[src/shared/windowed_watchdog_defines.svh]
// How it works
// (RULE1) a 12-bit down counter loads from the reload value field
// (RULE2) the counter decrements once per slow clock divided by 128
// (RULE3) after reset reload value is 0xfff and fault reset is enabled
// (RULE4) software waits three slow clocks after a restart before writing the mode register
// (RULE5) a mode register write reloads and restarts the counter like a restart
// (RULE6) the mode register takes only its first write until processor reset
// (RULE7) a valid restart reloads the counter and restarts the prescaler at once
// (RULE8) a control write without the correct key does nothing
// (RULE9) software restarts by writing key 0xa5 with the restart bit set
// (RULE10) underflow sets its flag and drives the fault line when fault reset enabled
// (RULE11) restart above the window limit sets window error and fault, even when disabled
// (RULE12) a window limit at or above reload value allows restarts anywhere
// (RULE13) the flags raise the interrupt only while fault interrupt enable is set
// (RULE14) with fault reset enabled the fault resets processor and watchdog, clearing flags
// (RULE15) processor only reset picks processor reset (1) or all resets (0)
// (RULE16) status read or any reset clears flags, interrupt and fault line
// (RULE17) the counter stops in debug or idle state when the matching halt bit is set
// (RULE18) software disables the watchdog or reprograms its period when unused
// (RULE19) while disabled the counter holds and reports no underflow; window checks remain
`ifndef WINDOWED_WATCHDOG_DEFINES_SVH
`define WINDOWED_WATCHDOG_DEFINES_SVH

`define WDT_ADDR_W          8
`define WDT_COUNT_W         12
`define WDT_PRESCALE_DIV    128

// register byte offsets
`define WDT_OFS_CONTROL     8'h00
`define WDT_OFS_MODE        8'h04
`define WDT_OFS_STATUS      8'h08
`define WDT_OFS_IRQ_MASK    8'h0c

// control register fields
`define WDT_KEY_HI          31
`define WDT_KEY_LO          24
`define WDT_KEY_VALUE       8'ha5
`define WDT_RESTART_BIT     0

// mode register fields
`define WDT_RELOAD_HI       11
`define WDT_RELOAD_LO       0
`define WDT_FIEN_BIT        12
`define WDT_RSTEN_BIT       13
`define WDT_RPROC_BIT       14
`define WDT_DIS_BIT         15
`define WDT_WINDOW_HI       27
`define WDT_WINDOW_LO       16
`define WDT_DBGHLT_BIT      28
`define WDT_IDLEHLT_BIT     29
`define WDT_MODE_RESET      32'h3fff2fff

// status register fields
`define WDT_UNF_BIT         0
`define WDT_ERR_BIT         1
`define WDT_STATUS_RESET    2'h0
`define WDT_MASK_RESET      2'h3

`endif

[src/shared/windowed_watchdog_pkg.sv]
`include "windowed_watchdog_defines.svh"

package windowed_watchdog_pkg;

    typedef logic [`WDT_COUNT_W-1:0] count_t;

    typedef struct packed {
        count_t      count;
        count_t      reloadValue;
        count_t      windowLimit;
        logic        faultIrqEnable;
        logic        faultResetEnable;
        logic        processorOnlyReset;
        logic        timerDisable;
        logic        debugHalt;
        logic        idleHalt;
        logic        modeLocked;
        logic        underflowFlag;
        logic        windowErrorFlag;
        logic [1:0]  irqMask;
        logic        faultLine;
        logic        irq;
        logic        procReset;
        logic        allReset;
        logic [31:0] rdData;
    } wdt_state_s;

    typedef struct packed {
        logic       slowPrev;
        logic [6:0] divCount;
        logic       tick;
    } presc_state_s;

endpackage

[src/hdl/slow_tick_prescaler.sv]
`timescale 1ns/1ps
`include "windowed_watchdog_defines.svh"

module slow_tick_prescaler
    import windowed_watchdog_pkg::*;
#(
    parameter int DIV = `WDT_PRESCALE_DIV
) (
    // clock and reset
    input  wire logic clk,
    input  wire logic sys_rst,
    // slow clock level and restart
    input  wire logic slowClk,
    input  wire logic restart,
    // one pulse per DIV slow clock periods
    output logic      tick
);

    localparam logic [6:0] LAST = 7'(DIV - 1);

    presc_state_s state;
    presc_state_s next_state;

    always_comb begin
        next_state          = state;
        next_state.slowPrev = slowClk;
        next_state.tick     = 1'b0;
        if (restart) begin
            next_state.divCount = 7'h00; // RULE7
        end else if (slowClk && !state.slowPrev) begin
            if (state.divCount == LAST) begin
                next_state.divCount = 7'h00;
                next_state.tick     = 1'b1; // RULE2
            end else begin
                next_state.divCount = state.divCount + 7'h01;
            end
        end
    end

    always_ff @(posedge clk) begin
        if (sys_rst) begin
            state <= '0;
        end else begin
            state <= next_state;
        end
    end

    assign tick = state.tick;

endmodule // slow_tick_prescaler

[src/hdl/windowed_watchdog_timer.sv]
`timescale 1ns/1ps
`include "windowed_watchdog_defines.svh"

module windowed_watchdog_timer
    import windowed_watchdog_pkg::*;
#(
    parameter int ADDR_W = `WDT_ADDR_W,
    parameter int DIV    = `WDT_PRESCALE_DIV
) (
    // clock and resets
    input  wire logic              clk,
    input  wire logic              sys_rst,
    input  wire logic              procRst,
    // slow clock, sampled as a level
    input  wire logic              slowClk,
    // processor state
    input  wire logic              debugState,
    input  wire logic              idleState,
    // register port
    input  wire logic [ADDR_W-1:0] addr,
    input  wire logic [31:0]       wrData,
    input  wire logic              wrEn,
    input  wire logic              rdEn,
    output logic [31:0]            rdData,
    // fault and reset requests
    output logic                   faultLine,
    output logic                   procReset,
    output logic                   allReset,
    // interrupt
    output logic                   irq
);

    wdt_state_s state;
    wdt_state_s next_state;
    logic       tick;
    logic       restartNow;

    function automatic logic hit(input logic [ADDR_W-1:0] a,
                                 input logic [7:0]        ofs);
        hit = (a == ADDR_W'(ofs));
    endfunction

    function automatic logic [31:0] packMode(input wdt_state_s s);
        logic [31:0] v;
        v = 32'h0000_0000;
        v[`WDT_RELOAD_HI:`WDT_RELOAD_LO] = s.reloadValue;
        v[`WDT_FIEN_BIT]                 = s.faultIrqEnable;
        v[`WDT_RSTEN_BIT]                = s.faultResetEnable;
        v[`WDT_RPROC_BIT]                = s.processorOnlyReset;
        v[`WDT_DIS_BIT]                  = s.timerDisable;
        v[`WDT_WINDOW_HI:`WDT_WINDOW_LO] = s.windowLimit;
        v[`WDT_DBGHLT_BIT]               = s.debugHalt;
        v[`WDT_IDLEHLT_BIT]              = s.idleHalt;
        packMode = v;
    endfunction

    function automatic wdt_state_s resetState();
        wdt_state_s  s;
        logic [31:0] m;
        logic [1:0]  st;
        s                    = '0;
        m                    = `WDT_MODE_RESET;
        st                   = `WDT_STATUS_RESET;
        s.reloadValue        = m[`WDT_RELOAD_HI:`WDT_RELOAD_LO]; // RULE3
        s.count              = m[`WDT_RELOAD_HI:`WDT_RELOAD_LO]; // RULE1
        s.faultIrqEnable     = m[`WDT_FIEN_BIT];
        s.faultResetEnable   = m[`WDT_RSTEN_BIT]; // RULE3
        s.processorOnlyReset = m[`WDT_RPROC_BIT];
        s.timerDisable       = m[`WDT_DIS_BIT];
        s.windowLimit        = m[`WDT_WINDOW_HI:`WDT_WINDOW_LO]; // RULE12
        s.debugHalt          = m[`WDT_DBGHLT_BIT];
        s.idleHalt           = m[`WDT_IDLEHLT_BIT];
        s.underflowFlag      = st[`WDT_UNF_BIT];
        s.windowErrorFlag    = st[`WDT_ERR_BIT];
        s.irqMask            = `WDT_MASK_RESET;
        resetState = s;
    endfunction

    slow_tick_prescaler #(
        .DIV     (DIV)
    ) u_prescaler (
        .clk     (clk),
        .sys_rst (sys_rst || procRst),
        .slowClk (slowClk),
        .restart (restartNow),
        .tick    (tick)
    );

    // decode of the bus strobes
    logic ctrlWrite;
    logic modeWrite;
    logic statusWrite;
    logic maskWrite;
    logic statusRead;
    logic keyOk;
    logic restartReq;
    logic windowOpen;
    logic halted;
    logic running;
    logic setUnderflow;
    logic setWindowError;

    always_comb begin
        ctrlWrite   = wrEn && hit(addr, `WDT_OFS_CONTROL);
        modeWrite   = wrEn && hit(addr, `WDT_OFS_MODE);
        statusWrite = wrEn && hit(addr, `WDT_OFS_STATUS);
        maskWrite   = wrEn && hit(addr, `WDT_OFS_IRQ_MASK);
        statusRead  = rdEn && hit(addr, `WDT_OFS_STATUS);
        keyOk       = wrData[`WDT_KEY_HI:`WDT_KEY_LO] == `WDT_KEY_VALUE; // RULE8
        restartReq  = ctrlWrite && keyOk && wrData[`WDT_RESTART_BIT]; // RULE9
        // a limit at or above the reload value opens the whole range
        windowOpen  = (state.windowLimit >= state.reloadValue)
                   || (state.count <= state.windowLimit); // RULE12
        halted      = (state.debugHalt && debugState)
                   || (state.idleHalt && idleState); // RULE17
        running     = !state.timerDisable && !halted; // RULE19
    end

    always_comb begin
        next_state     = state;
        restartNow     = 1'b0;
        setUnderflow   = 1'b0;
        setWindowError = 1'b0;

        // counting
        if (tick && running) begin
            if (state.count == '0) begin
                setUnderflow     = 1'b1; // RULE10
                next_state.count = state.reloadValue;
            end else begin
                next_state.count = state.count - count_t'(1); // RULE2
            end
        end

        // restart through the control register
        if (restartReq) begin
            if (windowOpen) begin
                next_state.count = state.reloadValue; // RULE7
                restartNow       = 1'b1; // RULE7
            end else begin
                // checked even when disabled; the counter is not reloaded
                setWindowError = 1'b1; // RULE11
            end
        end

        // first mode write only; later writes are dropped silently
        if (modeWrite && !state.modeLocked) begin
            next_state.modeLocked         = 1'b1; // RULE6
            next_state.reloadValue        = wrData[`WDT_RELOAD_HI:`WDT_RELOAD_LO];
            next_state.faultIrqEnable     = wrData[`WDT_FIEN_BIT];
            next_state.faultResetEnable   = wrData[`WDT_RSTEN_BIT];
            next_state.processorOnlyReset = wrData[`WDT_RPROC_BIT];
            next_state.timerDisable       = wrData[`WDT_DIS_BIT];
            next_state.windowLimit        = wrData[`WDT_WINDOW_HI:`WDT_WINDOW_LO];
            next_state.debugHalt          = wrData[`WDT_DBGHLT_BIT];
            next_state.idleHalt           = wrData[`WDT_IDLEHLT_BIT];
            // new parameters take effect at once, no window check
            next_state.count              = wrData[`WDT_RELOAD_HI:`WDT_RELOAD_LO]; // RULE5
            restartNow                    = 1'b1; // RULE5
        end

        if (maskWrite) begin
            next_state.irqMask = wrData[`WDT_ERR_BIT:`WDT_UNF_BIT];
        end

        // status clear by read, or by writing ones; a new event wins
        if (statusRead) begin
            next_state.underflowFlag   = 1'b0; // RULE16
            next_state.windowErrorFlag = 1'b0; // RULE16
            next_state.faultLine       = 1'b0; // RULE16
        end
        if (statusWrite) begin
            if (wrData[`WDT_UNF_BIT]) begin
                next_state.underflowFlag = 1'b0;
            end
            if (wrData[`WDT_ERR_BIT]) begin
                next_state.windowErrorFlag = 1'b0;
            end
            if (!next_state.underflowFlag && !next_state.windowErrorFlag) begin
                next_state.faultLine = 1'b0;
            end
        end
        if (setUnderflow) begin
            next_state.underflowFlag = 1'b1; // RULE10
            if (state.faultResetEnable) begin
                next_state.faultLine = 1'b1; // RULE10
            end
        end
        if (setWindowError) begin
            next_state.windowErrorFlag = 1'b1; // RULE11
            next_state.faultLine       = 1'b1; // RULE11
        end

        // interrupt, gated by enable and mask
        next_state.irq = next_state.faultIrqEnable
                      && |({next_state.windowErrorFlag, next_state.underflowFlag}
                           & next_state.irqMask); // RULE13

        // reset requests; the reset controller answers on procRst
        next_state.procReset = next_state.faultLine && next_state.faultResetEnable
                            && next_state.processorOnlyReset; // RULE15
        next_state.allReset  = next_state.faultLine && next_state.faultResetEnable
                            && !next_state.processorOnlyReset; // RULE14 RULE15

        // read data, valid for one cycle after the strobe
        next_state.rdData = 32'h0000_0000;
        if (rdEn) begin
            if (hit(addr, `WDT_OFS_MODE)) begin
                next_state.rdData = packMode(state);
            end else if (hit(addr, `WDT_OFS_STATUS)) begin
                next_state.rdData[`WDT_UNF_BIT] = state.underflowFlag;
                next_state.rdData[`WDT_ERR_BIT] = state.windowErrorFlag;
            end else if (hit(addr, `WDT_OFS_IRQ_MASK)) begin
                next_state.rdData[`WDT_ERR_BIT:`WDT_UNF_BIT] = state.irqMask;
            end
        end
    end

    // processor reset, including one caused by this block, restores defaults
    always_ff @(posedge clk) begin
        if (sys_rst || procRst) begin
            state <= resetState(); // RULE14 RULE16 RULE6
        end else begin
            state <= next_state;
        end
    end

    assign rdData    = state.rdData;
    assign faultLine = state.faultLine;
    assign procReset = state.procReset;
    assign allReset  = state.allReset;
    assign irq       = state.irq;

endmodule // windowed_watchdog_timer

[config.mk]
export PLATFORM = sky130hd
export DESIGN_NAME = windowed_watchdog_timer
export DESIGN_NICKNAME = d
export VERILOG_FILES = /design/src/shared/windowed_watchdog_pkg.sv /design/src/hdl/slow_tick_prescaler.sv /design/src/hdl/windowed_watchdog_timer.sv
export VERILOG_INCLUDE_DIRS = /design/src /design/src/shared
export SDC_FILE = /design/constraint.sdc
export NUM_CORES = 1
export LEC_CHECK = 0
export ABC_AREA = 1
export BUFFER_PORTS_ARGS = -buffer_cell sky130_fd_sc_hd__buf_2
export CAP_MARGIN = 30
export CORE_MARGIN = 2
export CORE_UTILIZATION = 50
export CTS_BUF_LIST = sky130_fd_sc_hd__clkbuf_8
export DETAILED_ROUTE_END_ITERATION = 10
export PLACE_DENSITY = 0.75
export SETUP_SLACK_MARGIN = 0.2
export SLEW_MARGIN = 10
export SYNTH_ARGS = -nofsm -noshare
export SYNTH_HDL_FRONTEND = slang
export SYNTH_SLANG_ARGS = --single-unit
[constraint.sdc]
create_clock -name clk -period 1.6 [get_ports clk]
set_input_delay 0.08 -clock clk [delete_from_list [all_inputs] [get_ports clk]]
set_output_delay 0.08 -clock clk [all_outputs]
set_load 0.05 [all_outputs]
# ---- Yosys cells after proc, flatten, opt, wreduce, memory -nomap -nowiden
# Index checks and enable logic that the tools add are counted.
dict set report classes {
  addsub 2
  magnitude_cmp 2
  n_eq_ne 5
  muxes 32
  bitwise 4
  reduce_logical 35
}
# operator count
set ops {}
lappend ops {{two-way mux 12 bit} 4}
lappend ops {{two-way mux 43 bit} 1}
lappend ops {{two-way mux 1 bit} 20}
lappend ops {{logical AND 1 bit} 18}
lappend ops {{equality test 8 x 4 -> 1 bit (second input constant)} 2}
lappend ops {{greater-or-equal comparator 12 bit} 1}
lappend ops {{<= comparator 12 bit} 1}
lappend ops {{zero test 12 bit} 1}
lappend ops {{two-way mux 2 bit} 6}
lappend ops {{subtractor 12 x 1 -> 12 bit (second input constant)} 1}
lappend ops {{equality test 8 x 3 -> 1 bit (second input constant)} 1}
lappend ops {{equality test 8 bit (second input constant)} 1}
lappend ops {{zero test 8 bit} 1}
lappend ops {{adder 7 x 1 -> 7 bit (second input constant)} 1}
lappend ops {{equality test 7 bit (second input constant)} 1}
lappend ops {{zero test 1 bit} 7}
lappend ops {{two-way mux 7 bit} 1}
lappend ops {{OR reduction 2 bit} 3}
lappend ops {{OR reduction 3 bit} 2}
lappend ops {{logical OR 1 bit} 3}
lappend ops {{NOT 1 bit} 3}
lappend ops {{bitwise AND 2 bit} 1}
dict set report totals {
  reg_bits 92
  inputBits 48
  out_inout_bits 36
  wordCells 102
}

# ---- Logic depth before layout (Yosys ltp)
# Gate-level depths: netlist (run 1).
dict set report logic_depth {
  ltp_word 14
  ltp_mapped 16
  ltp_nobuf 15
}

# ---- Modules after synthesis
# Synthesis (run 1) repeated with hierarchy kept, for this count alone.
dict set report unflattened {
  hier_cells 642
  hier_area_um2 4680.7
}
# mod instances cells_each area_per_inst_um2 seq_area_each_um2
set by_module_without_submodules {}
lappend by_module_without_submodules {windowed_watchdog_timer 1 585 4267.8 1621.6}
lappend by_module_without_submodules {slow_tick_prescaler 1 57 412.9 180.2}

# ---- Worst setup path after synthesis (run 1)
# Ideal clock, no wire load.
dict set report synth_timing {
  path_type {reg2reg}
  startpoint {reg state[70] in the netlist's numbering}
  endpoint {reg state[73] in the netlist's numbering}
  setup_time_ns 0.113
  arrival_ns 1.599
  t_required_ns 1.487
  slack_ns -0.112
  path_stages_with_launch 14
  path_buffers 1
  period_less_slack_ns 1.712
  path_cell_list {dfxtp_1 > inv_1 > ha_1 > nand2_1 > inv_2 > a21oi_2 > nand2_1 > nor2_1 > nand3_2 > nand2_2 > buf_6 > nand3_1 > nand3_1 > nand2_1}
}
dict set report synth_between {
  elab_chain_cells 5
}
# item line_no
set synth_rtl {}
lappend synth_rtl {{start, declared} windowed_watchdog_timer.sv:33} ;# wdt_state_s state;
lappend synth_rtl {{start signal, assigned} windowed_watchdog_timer.sv:222} ;# state <= resetState();
lappend synth_rtl {{start signal, assigned} windowed_watchdog_timer.sv:224} ;# state <= next_state;
lappend synth_rtl {{greater-or-equal comparator 12 bit} windowed_watchdog_timer.sv:112} ;# windowOpen = (state.windowLimit >= state.reloadValue)
lappend synth_rtl {{logical OR 1 bit} windowed_watchdog_timer.sv:113} ;# || (state.count <= state.windowLimit);
lappend synth_rtl {{two-way mux 12 bit} windowed_watchdog_timer.sv:137} ;# if (windowOpen) begin
lappend synth_rtl {{two-way mux 12 bit} windowed_watchdog_timer.sv:136} ;# if (restartReq) begin
lappend synth_rtl {{two-way mux 43 bit} windowed_watchdog_timer.sv:147} ;# if (modeWrite && !state.modeLocked) begin
# No other way between the ends.
# A chain may end at the register's enable or synchronous reset.

# ---- Final worst setup path (run 1)
dict set report layout_timing {
  startpoint {reg state[56] in the netlist's numbering}
  endpoint {reg state[79] in the netlist's numbering}
}
dict set report layout_between {
  elab_chain_cells 5
  word_cells_on_any_way 6
  classes_between {order compare: 2; mux: 3; reduce/logical: 1}
}
# item line_no
set layout_rtl {}
lappend layout_rtl {{greater-or-equal comparator 12 bit / <= comparator 12 bit (equally long branches)} {windowed_watchdog_timer.sv:112, windowed_watchdog_timer.sv:113}}
lappend layout_rtl {{logical OR 1 bit (*)} windowed_watchdog_timer.sv:113}
lappend layout_rtl {{two-way mux 12 bit (*)} windowed_watchdog_timer.sv:137}
lappend layout_rtl {{two-way mux 12 bit (*)} windowed_watchdog_timer.sv:136}
lappend layout_rtl {{two-way mux 43 bit (*)} windowed_watchdog_timer.sv:147}
# Every way passes the cells marked *; elsewhere a longest branch is shown, timed or not.

==> results.cfg, run 1 <==
[hold_path]
min_to = state[75]
whs_path_depth = 5
min_path_type = input pin to flop
hold_path.startpoint = wrData[4]

[sta]
setup_ws_ps = -320
whs_ps = 4.15
fin_crit_ps = 1920
worst_pin_slew_ps = 623
finalHoldViolations = 0
fin_crit_sh = 1.20
max_slew_margin = 0.583
setup_violations = 25
drv_slew = 0
fmax_mhz = 521
skew_ps = 18.6
rsz0062_at_grt = yes
tns_ps = -6140

[final_layout]
area_delta_synth_final_pct = 33.8
fin_cells = 912
nets = 853
fillers = 771
multi_input_area_um2 = 2710
seq_area_um2 = 1830
final_cell_area_um2 = 6390
final_util = 0.692
layout-drive-gt1-share = 0.381
antennaDiodeCount = 0

[floorplan]
fp.dieH_um = 102
num_rows = 35
num_io_pins = 84
dieArea_um2 = 10300
coreArea_um2 = 9240
dieWidth_um = 102
initial_core_util = 0.517

[clock_tree]
cts_buffers = 9
clock_path_buffers = 2
clock_sinks = 90
ctsRootBufferMaster = clkbuf_8
insertion_delay_ps = 360
htree_levels = 3
clkTransAtPathRegs_ps = 100
cts_tree = yes

[power_and_ir_drop]
p_leak_nw = 3.27
power_density_nw_per_um2 = 632
vdd_drop_max_mv = 0.429
fin_total_pwr_mw = 4.04

[critical_path]
r2r_start = state[56]
crit_required_ps = 1900
cp-end-kind = flop
critPathKind = flop to flop
regToRegSetupSlack_ps = -320
r2r_end = state[79]
critPathArrivalTime_ps = 2220
path_cells = inv_4 -> ha_4 -> nand2_4 -> nor2_2 -> nand3_1 -> nand2_2 -> nor2_4 -> nand3_4 -> nand2_4 -> buf_12 -> a21oi_4 -> nand2_1 -> nand2_1
cp_slowest_stage_delay_ps = 410
worstSetupStartpointType = flop
slowest_stage = dfxtp_4
reg2reg_depth = 13
worstPathMaxFanout = 6

[place]
place_area_um2 = 5650
dpl.cell_count = 875
gp_congestion = 0.924
io_buffers = 81
dp_hpwl_mm = 8.57
preCtsSetupSlack_ps = -341

[route]
detail_route.iter0.violations = 170
via_count = 4507
via_per_inst = 4.94
drc_errors = 0
finalWirelength_mm = 12.0
first_pass_iters = 4
drt.antenna.violating_nets = 0
wl_per_cell_um = 13.1

[flow_run]
cap_violations = 0

[global_route]
grt_usage = 0.238
grt_antenna_before_repair = 0
grt-ovfl-total = 0
grt_pass1_vias = 4497
grt_max_degree = 33
grt_pass1_wl_mm = 19.8

[logic_synthesis]
synth_top_area_frac = 0.377
syn-instance-count = 654
ys_seq_area_frac = 0.377
synth-seq-cells = 90
yosys_warnings = 0
avgSynthCellArea_um2 = 7.30
post-synth-top-count-cell = nand2_1
yosysTopAreaCell = dfxtp_1
synth_edf_count = 0
async_flop_share = 0
yosys-top-cells-area = dfxtp_1, nand2_1, inv_1
synth_cell_types = 36
synth.cell_area_um2 = 4780
synth_common_cells = nand2_1, inv_1, dfxtp_1
synth_flop_cell = dfxtp_1

[run_status]
status = complete, but fails checks
violations = negative setup slack
## worst max path at each step
stage,startpoint,endpoint,slack [ps],depth (start not counted)
floorplan,state[58],state[73],-40,14
global placement,state[70],state[73],-310,13
detailed placement,state[70],state[73],-340,13
CTS,state[70],allReset,-250,13
global route,state[70],state[77],-420,13
finish,state[56],state[79],-320,13
## kinds of logic after synthesis
logic type	synth area share
buffers and inverters	0.154
adder cells (fa/ha/maj)	0.0707
AND/OR/NAND/NOR	0.291
flip-flops	0.377
XOR/XNOR	0.00550
other	0.000785
AO/OA/AOI/OAI	0.100
## metal layers
metal  vias to the layer above  track usage  part of all wire
li1                       2285            -                 -
met1                      2077        0.297              0.44
met2                       118        0.422              0.49
met3                        27       0.0283             0.044
met4                         0       0.0873             0.025
met5                         -            0                 0
## placed cells by master (no fill, tap or decap), drive strengths merged
| cell | Yosys | final |
|---|---|---|
| xor2 | 2 | 2 |
| clkbuf | 2 | 9 |
| dfxtp | 90 | 90 |
| nand4 | 11 | 11 |
| nor4 | 1 | 1 |
| ha | 27 | 27 |
| o21ai | 22 | 22 |
| conb | 1 | 2 |
| nand3b | 2 | 2 |
| inv | 99 | 101 |
| xnor2 | 1 | 1 |
| a21oi | 31 | 31 |
| buf | 47 | 148 |
| o211ai | 19 | 19 |
| dlygate4sd3 | 0 | 12 |
| clkinvlp | 0 | 2 |
| nand2 | 162 | 163 |
| bufinv | 0 | 1 |
| a21o | 1 | 1 |
| a21boi | 4 | 4 |
| or2 | 4 | 4 |
| nor3 | 10 | 10 |
| nor2 | 77 | 77 |
| clkinv | 1 | 3 |
| nand3 | 40 | 40 |
## flip-flops by register name, indices dropped and copies added (netlist names)
| register | cells |
|---|---|
| allReset | 1 |
| rdData | 30 |
| procReset | 1 |
| u_prescaler.tick | 1 |
| faultLine | 1 |
| irq | 1 |
| u_prescaler.state | 8 |
| state | 47 |
## layout make-up
type,instances,share of cell area
Multi-Input combinational cell,417,0.425
Sequential cell,90,0.286
Timing Repair Buffer,160,0.173
Inverter,100,0.0597
Tap cell,129,0.0253
Clock buffer,9,0.0194
Clock inverter,7,0.0119
## where the power goes
group	total (mW)	switching (mW)	internal, mW
Combinational	0.225	0.130	0.0946
Sequential	2.24	0.00241	2.24
Clock	1.58	0.844	0.733
Total	4.04	0.977	3.06
## critical path: cells and delay by family (launching register included)
| family | cells | cell delay [ps] |
|---|---|---|
| buffers and inverters | 2 | 210 |
| AO/OA/AOI/OAI | 1 | 140 |
| adder cells (fa/ha/maj) | 1 | 270 |
| flip-flops | 1 | 410 |
| AND/OR/NAND/NOR | 9 | 820 |
## repair_timing
action	in CTS	in global routing
endpoints found under the hold margin	12	0
hold buffers	12	0
setup buffers	5	2
pin swaps	24	26
setup endpoints to repair	26	26
cloned	2	0
gates resized for setup	47	31
(Power assumes the default switching activity.)
==> run 2: changes to the inputs <==
Settings changed: PLACE_DENSITY 0.75 to 0.73, SETUP_SLACK_MARGIN 0.2 to 0.5.
Clock period 1.6 ns to 2.4 ns, I/O delays scaled along.
==> run 2 against run 1 <==
The flow now finishes without violations. Final area shrank 7.3%. Wire length shrank 1.2%. Non-clock buffer count shrank 54. Hold slack gained 25 ps. Die area is the same. Fmax shrank 3.2%. Critical path depth shrank 1. Clock skew shrank 9.5 ps. Combinational power shrank 36%. Global-route usage shrank 2.0 points. Via count shrank 4.5%. Clock power shrank 27%. Largest power group unchanged.
==> results.cfg, run 2 (synthesis gave the netlist of run 1 again) <==
[sta]
setup_violations = 0
worst_pin_slew_ps = 594
finalHoldViolations = 0
drv_slew = 0
fin_crit_sh = 0.826
rsz0062_at_grt = yes
fin_crit_ps = 1980
fmax_mhz = 504
max_slew_margin = 0.602
skew_ps = 9.14
tns_ps = 0

[power_and_ir_drop]
fin_total_pwr_mw = 2.79
p_leak_nw = 3.01
vdd_drop_max_mv = 0.467
power_density_nw_per_um2 = 472

[floorplan]
dieWidth_um = 102
coreArea_um2 = 9240
initial_core_util = 0.517
fp.dieH_um = 102
num_io_pins = 84
num_rows = 35
dieArea_um2 = 10300

[critical_path]
cp_common_cell = nand3_4
critPathArrivalTime_ps = 2290
regToRegSetupSlack_ps = 420
slowest_stage = dfxtp_2
cp_top_family = simple AND/OR/NAND/NOR gates
cp-end-kind = flop
worstSetupStartpointType = flop
crit_buf_inv = 2
crit_required_ps = 2710
reg2reg_depth = 12
critPathKind = flop to flop
worstPathMaxFanout = 6
cp_num_cells = 12
cp_slowest_stage_delay_ps = 380
path_cells = inv_2 -> ha_4 -> nand2_4 -> nor2_4 -> inv_2 -> nor2_2 -> nand2_2 -> nand3_4 -> nand3_4 -> nand2_8 -> nand3_4 -> nor3_2

[global_route]
grt_antenna_before_repair = 0
grt_pass1_wl_mm = 17.6
grt_max_degree = 49
grt_pass1_vias = 3871
grt_usage = 0.218
grt-ovfl-total = 0

[route]
drc_errors = 0
drt.antenna.violating_nets = 0
via_per_inst = 5.01
via_count = 4303
finalWirelength_mm = 11.8
detail_route.iter0.violations = 222
first_pass_iters = 5
wl_per_cell_um = 13.8

[clock_tree]
clkTransAtPathRegs_ps = 90
htree_levels = 3
cts_tree = yes
clock_sinks = 90
ctsRootBufferMaster = clkbuf_8
clock_path_buffers = 2
insertion_delay_ps = 370
cts_buffers = 9

[place]
dp_hpwl_mm = 7.95
io_buffers = 81
gp_congestion = 0.893

[final_layout]
largest_register_ffs = 47
final_common_cell = nand2_1
layout-drive-gt1-share = 0.327
antennaDiodeCount = 0
final_cell_mix = nand2_1, inv_1, buf_2, dfxtp_1, nor2_1
final_util = 0.641
nets = 800
area_delta_synth_final_pct = 24.0
regMostFlops = state

[run_status]
status = finished, final reports clean

[hold_path]
whs_path_depth = 5
min_path_type = input pin to flop

[flow_run]
cap_violations = 0
==> run 2: per-layer routing <==
layer | vias to the layer above | part of all wire | global-route usage
li1 | 2177 | - | -
met1 | 1968 | 0.43 | 0.269
met2 | 144 | 0.50 | 0.360
met3 | 14 | 0.065 | 0.0697
met4 | 0 | 0.012 | 0.0717
met5 | - | 0 | 0
==> run 2: what timing repair did <==
item                                    in CTS  in global routing
cloned                                       0                  2
hold buffers                                11                  0
pin swaps                                    3                 37
resized for setup                            9                 96
endpoints found under the hold margin       11                  0
endpoints found under the setup margin      15                 24
buffers inserted                             2                  9
==> run 2: worst min-delay path, cell delays in order <==
cell and delay [ps]:
buf_2 80, nand2_1 40, nand2_1 50, inv_1 40, nand2_1 50
==> run 2: area by class of cell <==
cell class	instances	area, um^2
clock buffer	9	124
clock inverter	7	101
fill	806	3320
inverter	100	379
multi-input combinational	418	2680
sequential	90	1830
tap	129	161
timing repair buffer	106	649
==> run 2: through the flow <==
| stage | setup WS, ps | instance area [um^2] | instances | hold slack [ps] |
|---|---|---|---|---|
| after floorplan | 688 | 4780 | 655 | 247 |
| after global placement | 403 | 5020 | 819 | 335 |
| after detailed placement | 349 | 5020 | 819 | 344 |
| after CTS | 507 | 5420 | 848 | 17.4 |
| after global routing | 354 | 5920 | 859 | 27.2 |
| final | 417 | 5920 | 859 | 29.2 |
==> run 2: path summary, 6_finish.rpt <==
path / startpoint / to
worst max-delay path: state[52] / u_prescaler.state[4]
worst min-delay path: wrData[8] / state[79]
worst max register to register: state[52] / u_prescaler.state[4]
worst min register to register: state[46] / rdData[12]
==> run 2: where the power goes <==
group | switching (mW) | total, mW | leakage [nW] | internal (mW)
sequential | 0.00175 | 1.49 | 0.718 | 1.49
clock | 0.561 | 1.16 | 0.106 | 0.595
combinational | 0.0850 | 0.145 | 2.19 | 0.0605
total | 0.648 | 2.79 | 3.01 | 2.15
==> run 3: changes to the inputs <==
Clock period 2.4 ns to 1.96 ns, I/O delays scaled along.
==> run 3 against run 2 <==
Die area unchanged. Sequential share of layout area down 0.71 points. Hold slack worse by 16 ps. Largest cell class unchanged.
==> results.cfg, run 3 (synthesis gave the netlist of run 1 again) <==
[floorplan]
dieArea_um2 = 10300
num_io_pins = 84
initial_core_util = 0.517
fp.dieH_um = 102
coreArea_um2 = 9240
num_rows = 35
dieWidth_um = 102

[clock_tree]
clock_sinks = 90
clock_path_buffers = 2
cts_tree = yes
clkTransAtPathRegs_ps = 90
htree_levels = 3
ctsRootBufferMaster = clkbuf_8
insertion_delay_ps = 370
cts_buffers = 9

[critical_path]
critPathArrivalTime_ps = 2140
r2r_start = state[51]
crit_path_end = state[73]
critPathKind = flop to flop
worstSetupStartpointType = flop
cp-end-kind = flop
startpoint = state[51]
regToRegSetupSlack_ps = 80
reg2reg_depth = 14
worstPathMaxFanout = 6
r2r_end = state[73]
crit_required_ps = 2220

[final_layout]
final_common_cell = nand2_1
nets = 812
largest_register_ffs = 47
layout-drive-gt1-share = 0.359
area_delta_synth_final_pct = 27.4
antennaDiodeCount = 0
fin_cells = 870
regMostFlops = state
final_cell_mix = nand2_1, buf_2, inv_1, dfxtp_1, nor2_1
final_util = 0.658

[route]
wl_per_cell_um = 13.7
finalWirelength_mm = 11.9
via_per_inst = 5.06
drt.antenna.violating_nets = 0
detail_route.iter0.violations = 243
via_count = 4406
first_pass_iters = 5
drc_errors = 0

[place]
dp_hpwl_mm = 8.46
io_buffers = 81
dpl.cell_count = 829
gp_congestion = 0.916
preCtsSetupSlack_ps = 38.2

[sta]
worst_pin_slew_ps = 624
fin_crit_ps = 1880
setup_violations = 0
skew_ps = 19.7
max_slew_margin = 0.583
finalHoldViolations = 0
rsz0062_at_grt = yes
setup_ws_ps = 75.4
fin_crit_sh = 0.962
drv_slew = 0
fmax_mhz = 531

[global_route]
grt_usage = 0.236
grt_max_degree = 34
grt_pass1_vias = 4261
grt_antenna_before_repair = 0
grt_pass1_wl_mm = 19.4
grt-ovfl-total = 0

[hold_path]
whs_path_depth = 3
min_path_type = input pin to flop

[power_and_ir_drop]
fin_total_pwr_mw = 3.26
p_leak_nw = 3.04
power_density_nw_per_um2 = 537
vdd_drop_max_mv = 0.306

[run_status]
status = finished, final reports clean

[flow_run]
cap_violations = 0
-- run 3: cell types whose count changed in the layout (fill, tap and decap cells not counted), sizes merged --
cell,previous run,this run
clkinv,2,3
buf,95,107
bufinv,2,1
clkinvlp,2,1
-- run 3: repair_timing --
action                     4_1_cts  5_1_grt
cloned                           2        0
setup endpoints to repair       26       26
resized for setup               58       35
hold buffers                    11        0
pin swaps                       24       20
buffers inserted                10        3
hold endpoints to repair        11        0
-- run 3: final cells by class --
cell class	count	area, um^2
fillers	775	3160
multi-input cells	418	2760
well taps	129	161
clock buffers	9	124
inverters	100	384
repair buffers	118	749
flip-flops and latches	90	1840
clock inverters	6	65.1
-- run 3: metrics by stage --
stage	instance area, um^2	setup TNS (ps)	hold slack [ps]
floorplan	4940	0	225
global placement	5260	0	314
detailed placement	5260	0	318
CTS	5920	0	14.3
global route	6080	-54.5	17.5
finish	6080	0	12.9
-- run 3: critical path: stages (launching register included) --
cell	delay (ps)
dfxtp_2	370
inv_4	50
ha_4	260
nand2_4	50
nor2_4	140
inv_2	40
nor2_2	100
nand2_2	70
nand3_4	100
nand3_4	130
buf_6	160
nand2_8	100
nand3_2	80
nand3_2	60
nand2_1	50
-- run 3: worst min-delay path by stage --
| stage | from | end |
|---|---|---|
| after floorplan | slowClk | u_prescaler.state[8] |
| after global placement | wrData[21] | state[52] |
| after detailed placement | wrData[21] | state[52] |
| after CTS | wrData[14] | allReset |
| after global routing | wrData[15] | state[43] |
| final | wrData[15] | state[43] |
-- run 3: power by group --
group	leakage [nW]	internal (mW)	switching, mW
clock network	0.0959	0.587	0.672
logic	2.23	0.0744	0.104
registers	0.719	1.82	0.00211
total	3.04	2.48	0.779
-- run 3: layer usage --
metal	wire, um	global-route usage
met1	5120	0.282
met2	6010	0.426
met4	197	0.0904
met5	0	0
met3	575	0.0352
